`config.mk`:
```
export PLATFORM = sky130hd
export DESIGN_NAME = omx_exec
export DESIGN_NICKNAME = d
export VERILOG_FILES = /design/src/verilog/omx_pkg.sv /design/src/verilog/omx_exec.sv
export VERILOG_INCLUDE_DIRS = /design/src /design/src/verilog
export SDC_FILE = /design/constraint.sdc
export NUM_CORES = 1
export LEC_CHECK = 0
export ABC_CLOCK_PERIOD_IN_PS = 3000
export BUFFER_PORTS_ARGS = -buffer_cell sky130_fd_sc_hd__buf_2
export CAP_MARGIN = 20
export CORE_ASPECT_RATIO = 0.7
export CORE_UTILIZATION = 58
export DETAILED_ROUTE_END_ITERATION = 10
export PLACE_DENSITY_LB_ADDON = 0.12
export SYNTH_ARGS = -nofsm -noshare
export SYNTH_HDL_FRONTEND = slang
export SYNTH_SLANG_ARGS = --single-unit
```
`constraint.sdc`:
```
create_clock -name clock -period 3 [get_ports clock]
set_clock_uncertainty 0.1 [all_clocks]
set_input_delay 0.45 -clock clock [delete_from_list [all_inputs] [get_ports clock]]
set_output_delay 0.45 -clock clock [all_outputs]
set_load 0.01 [all_outputs]
```
`src/verilog/omx_defs.svh`:
```
// constants of the or/move/load instruction executor: register offsets,
// field positions, opcode patterns and reset values.
// assumes inclusion by the executor only.
//
// Behaviour
// [RULE1] literal OR into accumulator, one cycle
// [RULE2] accumulator OR file register, one cycle
// [RULE3] destination bit picks accumulator or file register
// [RULE4] access bit picks access bank or bank
// [RULE5] extended mode low addresses use pointer indexing
// [RULE6] OR and move update only negative, zero
// [RULE7] pointer load: high part first, low second
// [RULE8] pointer load leaves all flags unchanged
// [RULE9] register move copies file register to destination
// [RULE10] register move reaches whole 256-byte bank
// [RULE11] two-word move spans 4096-byte space, two cycles
// [RULE12] software never moves into program counter, stack
// [RULE13] two-word move treats accumulator as location
// [RULE14] negative is bit 7, zero when all clear
// [RULE15] move reads first cycle, writes second, no dummy
`ifndef OMX_DEFS_SVH
`define OMX_DEFS_SVH

// ------------------------------------------------------------------
// register byte offsets
// ------------------------------------------------------------------
`define OMX_OFF_INSTR  8'h00
`define OMX_OFF_ACC    8'h04
`define OMX_OFF_STAT   8'h08
`define OMX_OFF_BANK   8'h0C
`define OMX_OFF_CTRL   8'h10
`define OMX_OFF_PTR0   8'h14
`define OMX_OFF_LAST   8'h1C

// ------------------------------------------------------------------
// field positions
// ------------------------------------------------------------------
`define OMX_ST_Z       0
`define OMX_ST_N       1
`define OMX_ST_BUSY    2
`define OMX_ST_WAIT2   3
`define OMX_CTRL_EXT   0

// ------------------------------------------------------------------
// opcode patterns, access bank split, accumulator location
// ------------------------------------------------------------------
`define OMX_OP_ORLIT   8'h09
`define OMX_OP_ORREG   6'h04
`define OMX_OP_MOVREG  6'h14
`define OMX_OP_LDPTR   10'h3B8
`define OMX_OP_LDPTR2  8'hF0
`define OMX_OP_MVFF    4'hC
`define OMX_OP_SECOND  4'hF
`define OMX_ACC_SPLIT  8'h60
`define OMX_ACC_HIGH   4'hF
`define OMX_ACC_ADDR   12'hFE8
`define OMX_Q_LAST     2'h3

// ------------------------------------------------------------------
// reset values and responses
// ------------------------------------------------------------------
`define OMX_RST_BYTE   8'h00
`define OMX_RST_PTR    12'h000
`define OMX_RESP_OKAY  2'h0
`define OMX_RESP_SLV   2'h2

`endif

```
`src/verilog/omx_pkg.sv`:
```
// types shared by the executor: engine phases, memory request, state.
// assumes omx_defs.svh is on the include path.
`default_nettype none
package omx_pkg;
  // ----------------------------------------------------------------
  // types
  // ----------------------------------------------------------------
  typedef enum logic [1:0] {st_idle, st_run, st_second} omx_phase_t;

  // request to the data memory, one access per pulse
  typedef struct packed {
    logic [11:0] addr;
    logic        rd;
    logic        wr;
    logic [7:0]  wdata;
  } omx_mem_t;

  // whole state of the executor
  typedef struct packed {
    omx_phase_t        st;
    logic [1:0]        q;
    logic              second;
    logic [15:0]       instr;
    logic [15:0]       first;
    logic [7:0]        data;
    logic [7:0]        acc;
    logic              zf;
    logic              nf;
    logic [3:0]        bank;
    logic              ext;
    logic [2:0][11:0]  ptr;
    omx_mem_t          mem;
    logic              awready;
    logic              wready;
    logic [7:0]        awaddr;
    logic [31:0]       wdata;
    logic              wstrb0;
    logic              bvalid;
    logic [1:0]        bresp;
    logic              arready;
    logic              rvalid;
    logic [31:0]       rdata;
    logic [1:0]        rresp;
  } omx_state_t;
endpackage
`default_nettype wire

```
`src/verilog/omx_exec.sv`:
```
// executor for literal/register OR, register move, pointer load and
// the two-word move, fed one instruction word per register write.
// assumes a data memory that answers a read one cycle after rd.
`include "omx_defs.svh"
`default_nettype none
module omx_exec (
  // clock and reset
  input  wire logic              clock,
  input  wire logic              rst_b,
  // axi4-lite write side
  input  wire logic [7:0]        s_axi_awaddr,
  input  wire logic              s_axi_awvalid,
  output var  logic              s_axi_awready,
  input  wire logic [31:0]       s_axi_wdata,
  input  wire logic [3:0]        s_axi_wstrb,
  input  wire logic              s_axi_wvalid,
  output var  logic              s_axi_wready,
  output var  logic [1:0]        s_axi_bresp,
  output var  logic              s_axi_bvalid,
  input  wire logic              s_axi_bready,
  // axi4-lite read side
  input  wire logic [7:0]        s_axi_araddr,
  input  wire logic              s_axi_arvalid,
  output var  logic              s_axi_arready,
  output var  logic [31:0]       s_axi_rdata,
  output var  logic [1:0]        s_axi_rresp,
  output var  logic              s_axi_rvalid,
  input  wire logic              s_axi_rready,
  // data memory
  output var  omx_pkg::omx_mem_t mem_req,
  input  wire logic [7:0]        mem_rdata
);
  // ----------------------------------------------------------------
  // decode helpers
  // ----------------------------------------------------------------
  // register index from byte address, 4'hF when unmapped
  function automatic logic [3:0] reg_idx(input logic [7:0] a);
    if (a[1:0] != 2'h0 || a > `OMX_OFF_LAST)
      reg_idx = 4'hF;
    else
      reg_idx = {2'h0, a[3:2]} + {3'h0, a[4]} * 4'h4;
  endfunction

  function automatic logic is_ldptr(input logic [15:0] w);
    is_ldptr = (w[15:6] == `OMX_OP_LDPTR);
  endfunction

  function automatic logic is_mvff(input logic [15:0] w);
    is_mvff = (w[15:12] == `OMX_OP_MVFF);
  endfunction

  // ----------------------------------------------------------------
  // state
  // ----------------------------------------------------------------
  omx_pkg::omx_state_t s;      // registered state
  omx_pkg::omx_state_t n;      // next state
  logic        op_orlit;       // first-word decodes
  logic        op_orreg;
  logic        op_mov;
  logic        op_byte;        // orreg or mov
  logic [7:0]  res;            // alu result of the current word
  logic [11:0] eff;            // effective file address
  logic [3:0]  widx;           // write register index
  logic [3:0]  ridx;           // read register index
  logic        ph0;            // engine in decode phase
  logic        ph3;            // engine in write phase

  assign op_orlit = (s.instr[15:8] == `OMX_OP_ORLIT);
  assign op_orreg = (s.instr[15:10] == `OMX_OP_ORREG);
  assign op_mov   = (s.instr[15:10] == `OMX_OP_MOVREG);
  assign op_byte  = (op_orreg || op_mov) && !s.second;
  assign widx     = reg_idx(s.awaddr);
  assign ridx     = reg_idx(s_axi_araddr);
  assign ph0      = (s.st == omx_pkg::st_run) && (s.q == 2'h0);
  assign ph3      = (s.st == omx_pkg::st_run) && (s.q == `OMX_Q_LAST);

  // ----------------------------------------------------------------
  // address and result
  // ----------------------------------------------------------------
  always_comb begin
    // indexed mode wins over the plain access bank
    if (!s.instr[8] && s.ext && s.instr[7:0] < `OMX_ACC_SPLIT)
      eff = s.ptr[2] + {4'h0, s.instr[7:0]};          // RULE5
    else if (!s.instr[8])
      eff = (s.instr[7:0] < `OMX_ACC_SPLIT) ?
            {4'h0, s.instr[7:0]} :
            {`OMX_ACC_HIGH, s.instr[7:0]};            // RULE4
    else
      eff = {s.bank, s.instr[7:0]};                   // RULE4 RULE10
    if (op_orlit)
      res = s.acc | s.instr[7:0];                     // RULE1
    else if (op_orreg)
      res = s.acc | s.data;                           // RULE2
    else
      res = s.data;                                   // RULE9
  end

  // ----------------------------------------------------------------
  // next state: bus slave, then the instruction engine
  // ----------------------------------------------------------------
  always_comb begin
    n = s;
    n.mem.rd = 1'b0;
    n.mem.wr = 1'b0;
    // address and data may arrive in either order
    if (s_axi_awvalid && s.awready) begin
      n.awaddr  = s_axi_awaddr;
      n.awready = 1'b0;
    end
    if (s_axi_wvalid && s.wready) begin
      n.wdata  = s_axi_wdata;
      n.wstrb0 = s_axi_wstrb[0];
      n.wready = 1'b0;
    end
    // both held: perform the write; all but ctrl refused while running
    if (!s.awready && !s.wready && !s.bvalid) begin
      n.bvalid = 1'b1;
      n.bresp  = `OMX_RESP_OKAY;
      if (widx > 4'h7)
        n.bresp = `OMX_RESP_SLV;
      else if (s.st == omx_pkg::st_run && widx != 4'h4)
        n.bresp = `OMX_RESP_SLV;
      else if (s.wstrb0) begin
        unique case (widx)
          4'h0: begin
            n.instr = s.wdata[15:0];
            n.st    = omx_pkg::st_run;
            n.q     = 2'h0;
            n.second = (s.st == omx_pkg::st_second);
          end
          4'h1: n.acc  = s.wdata[7:0];
          4'h2: begin
            n.zf = s.wdata[`OMX_ST_Z];
            n.nf = s.wdata[`OMX_ST_N];
          end
          4'h3: n.bank = s.wdata[3:0];
          4'h4: n.ext  = s.wdata[`OMX_CTRL_EXT];
          default: n.ptr[widx[1:0] - 2'h1] = s.wdata[11:0];
        endcase
      end
    end
    if (s.bvalid && s_axi_bready) begin
      n.bvalid  = 1'b0;
      n.awready = 1'b1;
      n.wready  = 1'b1;
    end
    // reads answer one cycle after the address is taken
    if (s_axi_arvalid && s.arready) begin
      n.arready = 1'b0;
      n.rvalid  = 1'b1;
      n.rresp   = (ridx > 4'h7) ? `OMX_RESP_SLV : `OMX_RESP_OKAY;
      unique case (ridx)
        4'h0: n.rdata = {16'h0000, s.instr};
        4'h1: n.rdata = {24'h00_0000, s.acc};
        4'h2: n.rdata = {28'h000_0000, s.st == omx_pkg::st_second,
                         s.st == omx_pkg::st_run, s.nf, s.zf};
        4'h3: n.rdata = {28'h000_0000, s.bank};
        4'h4: n.rdata = {31'h0000_0000, s.ext};
        4'h5, 4'h6, 4'h7:
              n.rdata = {20'h0_0000, s.ptr[ridx[1:0] - 2'h1]};
        default: n.rdata = 32'h0000_0000;
      endcase
    end
    if (s.rvalid && s_axi_rready) begin
      n.rvalid  = 1'b0;
      n.arready = 1'b1;
    end
    // engine: one instruction cycle is four clocks, q1..q4
    if (s.st == omx_pkg::st_run) begin
      n.q = s.q + 2'h1;
      unique case (s.q)
        2'h0: begin
          // decode: raise the read for the source
          if (op_byte) begin
            n.mem.addr = eff;
            n.mem.rd   = 1'b1;
          end else if (is_mvff(s.instr) && !s.second &&
                       s.instr[11:0] != `OMX_ACC_ADDR) begin
            n.mem.addr = s.instr[11:0];                 // RULE11
            n.mem.rd   = 1'b1;                          // RULE15
          end
        end
        2'h1: ;
        2'h2: begin
          // source byte; accumulator counts as a location
          if (!s.second)
            n.data = (is_mvff(s.instr) &&
                      s.instr[11:0] == `OMX_ACC_ADDR) ?
                     s.acc : mem_rdata;                 // RULE13
        end
        default: begin
          // write phase
          n.st     = omx_pkg::st_idle;
          n.second = 1'b0;
          if (!s.second) begin
            n.first = s.instr;
            if (op_orlit || op_byte) begin
              n.nf = res[7];                            // RULE6 RULE14
              n.zf = (res == 8'h00);                    // RULE14
              if (op_byte && s.instr[9]) begin
                n.mem.addr  = eff;                      // RULE3
                n.mem.wdata = res;
                n.mem.wr    = 1'b1;
              end else
                n.acc = res;                            // RULE1 RULE3
            end else if (is_ldptr(s.instr)) begin
              if (s.instr[5:4] != 2'h3)
                n.ptr[s.instr[5:4]][11:8] = s.instr[3:0]; // RULE7
              n.st = omx_pkg::st_second;
            end else if (is_mvff(s.instr))
              n.st = omx_pkg::st_second;                // RULE11
          end else if (s.instr[15:12] == `OMX_OP_SECOND) begin
            if (is_ldptr(s.first) && s.instr[11:8] == 4'h0 &&
                s.first[5:4] != 2'h3)
              n.ptr[s.first[5:4]][7:0] = s.instr[7:0];  // RULE7 RULE8
            else if (is_mvff(s.first)) begin
              if (s.instr[11:0] == `OMX_ACC_ADDR)
                n.acc = s.data;                         // RULE13
              else begin
                n.mem.addr  = s.instr[11:0];            // RULE15
                n.mem.wdata = s.data;
                n.mem.wr    = 1'b1;                     // RULE11 RULE12
              end
            end
          end
        end
      endcase
    end
  end

  // ----------------------------------------------------------------
  // state register; ready lines high so the bus can start at once
  // ----------------------------------------------------------------
  always_ff @(posedge clock or negedge rst_b) begin
    if (!rst_b) begin
      s         <= '0;
      s.st      <= omx_pkg::st_idle;
      s.awready <= 1'b1;
      s.wready  <= 1'b1;
      s.arready <= 1'b1;
    end else begin
      s <= n;
    end
  end

  // ----------------------------------------------------------------
  // outputs straight from the state flops
  // ----------------------------------------------------------------
  assign s_axi_awready = s.awready;
  assign s_axi_wready  = s.wready;
  assign s_axi_bresp   = s.bresp;
  assign s_axi_bvalid  = s.bvalid;
  assign s_axi_arready = s.arready;
  assign s_axi_rdata   = s.rdata;
  assign s_axi_rresp   = s.rresp;
  assign s_axi_rvalid  = s.rvalid;
  assign mem_req       = s.mem;
endmodule
`default_nettype wire

```
==> impl_results.md <==
* Hold Fails Final Rpt at 0
* Vias in the first global route at between 7,000 and 8,000
* Htree depth at 4
* Antenna cells at 0
* FFs w/ async S/R, synth at between 90% and 100%
* I/O Pins at 130
* Max incr delay on CP at roughly 0.6 ns
* GR Layer Usage met2 at 46.9%
* Fin Setup TNS at 0 ns
* Reg with most FFs: s
* Synth-to-Final Area Change at 10.9%
* Fill cells at 1,271
* Cell row count at 38
* RSZ-0062 raised after global routing: false
* Leak at about 5.2 nW
* Maximum vdd ir drop at between 400 and 500 uV
* Met3 Track Usage GR at roughly 9.8%
* Synth area leaders: dfrtp_1, mux2_2, mux2i_1
* Worst Tran Pin Value at slightly below 1 ns
* Hold crit path type: in -> reg
* DIE HEIGHT at 108 um
* Crit Path Max Fanout at 12
* Later-pin clock latency in the skew report at 0.44 ns
* Die area at 16,700 sq um
* CTS Sinks at between 150 and 200
* Met1 Track Usage GR at 47.4%
* Max_cap viols at 0
* CP startpoint kind: flip-flop
* Pwr Total at about 0.0074 W
* First-pass GRT wire length at just over 40 mm
* Via-to-Cell Ratio at roughly 6.3
* Root Driver: clkbuf_16
* Antenna viol nets, final at 0
* Fmax at around 0.36 GHz
* Crit Path Class: reg -> reg
* Total grt overflow at 0
* Core ar. at between 15,000 and 20,000 sq um
* Tmin final at 2.77 ns
* Post-synth top cells: dfrtp_1, nand2_1, mux2_2
* Syn_area_per_cell at 10.1 sq um
* Largest net degree at the start of global routing at 71
* Critical-path cell with the highest stage delay: dfrtp_1
* TritonCTS clock tree: done
* Drt first-iter violations at 722
* DRC viols at 0
* Mapped cell area at 9370 sq um
* Longest Clk Path Bufs at 2
* Primary FF master, synth: dfrtp_1
* Req. time, crit path at 3.27 ns
* Slew Viols, Final at 0
* Initial core utilization at between 50% and 60%
* First drt pass iteration count at 7
* GRT Overall Usage at roughly a third
* CTS resizes at 0
* CP Cell Sequence: nor4bb_1, nand4_1, a211oi_1, a211o_1, and2_1, a31o_1
* Cell with the most instances after synthesis: dfrtp_1
* CTS buffer count at 17
* Die X at roughly 150 um
* Synth top area share at a little over two fifths
* Wire per inst at approximately 22 um
* Post-CTS setup buffers at 0
* Post-Route WL at 26.1 mm
* Status: finished, final reports clean
* Crit path capture type: flip-flop
* CTS clk-pin slew, worst paths at roughly 0.070 ns
* Gate Count Post-Synth at just over 900
* Max transition margin at approximately 34%
* Placed wire-length estimate at 18.9 mm
* Post-route cell area at ~10,000 sq um
* Synth Register Bits at between 150 and 200
* Sequential fraction of the synthesis area at 43.3%
* Synth cell types at 82
* Vias at between 7,000 and 8,000
* Pwr per Cell Area at just over 700 nW/um^2
* Synth Warn # at 0
* Yosys top cell by area: dfrtp_1
* Final #Nets at roughly 1,100
* Share of layout cells above drive strength 1 at between 20% and 30%
* Post-synth EDFFs at 0
* Post-DP Area at slightly below 10,000 sq um
* Minimum hold slack at between 0.07 and 0.08 ns
* Final worst path period share at 92.5%
* Number of port buffers at between 90 and 100
* Initial antenna violation count at 0
* Largest register FFs at ~120
* Gpl congestion at a little over 0.9
* Setup violations, final at 0
* Gr busiest metal: met1
* Worst path arrival time at between 3 and 4 ns
[final timing paths]
path / depth (start not counted) / startpoint / end / slack, ns
worst max-delay path: 6 / s[184] / mem_req[19] / 0.23
worst min register to register: 2 / s[175] / s[175] / 0.37
max in group asynchronous: 3 / rst_b / s_axi_rdata[13] / 1.52
worst max register to register: 6 / s[184] / mem_req[19] / 0.23
worst min-delay path: 2 / s_axi_wvalid / s_axi_wready / 0.07
min in group asynchronous: 2 / rst_b / s[108] / 0.52
[repair_timing]
item	4_1_cts	5_1_grt
setup endpoints to repair	0	0
endpoints found under the hold margin	66	0
hold buffers	1	0
[critical path, delay by kind of cell (launching register included)]
kind,cells,cell delay [ns]
flops,1,0.61
compound gates,3,0.99
simple gates,3,0.99
[metal layers]
metal	wire, um	vias up	share of wire [%]
met2	10900	388	42
met4	580	0	2.2
li1	-	3405	-
met5	0	-	0
met3	2660	56	10
met1	12000	3729	46
[layout by cell type, fill, tap and decap left out, drive strengths merged, types with 7 or more instances in the layout]
cell type / netlist / layout
nor2b: 8 / 8
nand3: 9 / 9
nand2: 114 / 114
buf: 78 / 136
mux2: 85 / 85
nor3: 15 / 15
o22a: 15 / 15
conb: 1 / 18
ha: 15 / 15
a2bb2oi: 13 / 13
a21oi: 33 / 33
a2bb2o: 8 / 8
o21ai: 58 / 58
nor2: 52 / 52
nand4: 8 / 8
dfrtp: 159 / 159
clkbuf: 31 / 23
mux2i: 51 / 51
inv: 27 / 31
o22ai: 19 / 19
or3: 7 / 7
a22oi: 17 / 17
[through the flow]
step	utilization [%]	setup slack, ns	instances
4_1_cts	66.5	0.294	1204
6_report	66.5	0.226	1204
2_1_floorplan	-	0.0252	944
5_1_grt	66.5	0.0845	1204
3_3_place_gp	62.9	0.0721	1171
3_5_place_dp	62.9	0.0335	1171
[report_power, final]
| group | switching, W | total (W) | internal, W |
|---|---|---|---|
| combinational | 0.00107 | 0.00197 | 0.000897 |
| clock | 0.000917 | 0.00203 | 0.00112 |
| sequential | 0.000717 | 0.00337 | 0.00265 |
| total | 0.00271 | 0.00737 | 0.00467 |
[area by class of cell]
class	count	area (sq um)	area share, %
Multi-Input combinational cell	646	4610	44.4
Sequential cell	162	4060	39.0
Timing Repair Buffer	137	832	8.00
Clock buffer	23	468	4.50
Tap cell	200	250	2.41
Inverter	27	101	0.975
Clock inverter	9	73.8	0.710
[kinds of logic after synthesis]
kind of cell	count (synthesis)	synth area share (%)
flip-flops	162	43.3
adder cells (fa/ha/maj)	16	2.22
AO/OA/AOI/OAI	219	16.6
buffers and inverters	136	8.25
other	1	0.0400
multiplexers	136	15.9
AND/OR/NAND/NOR	251	13.2
XOR/XNOR	6	0.561
Note: power is estimated with default switching activity, not from simulation.
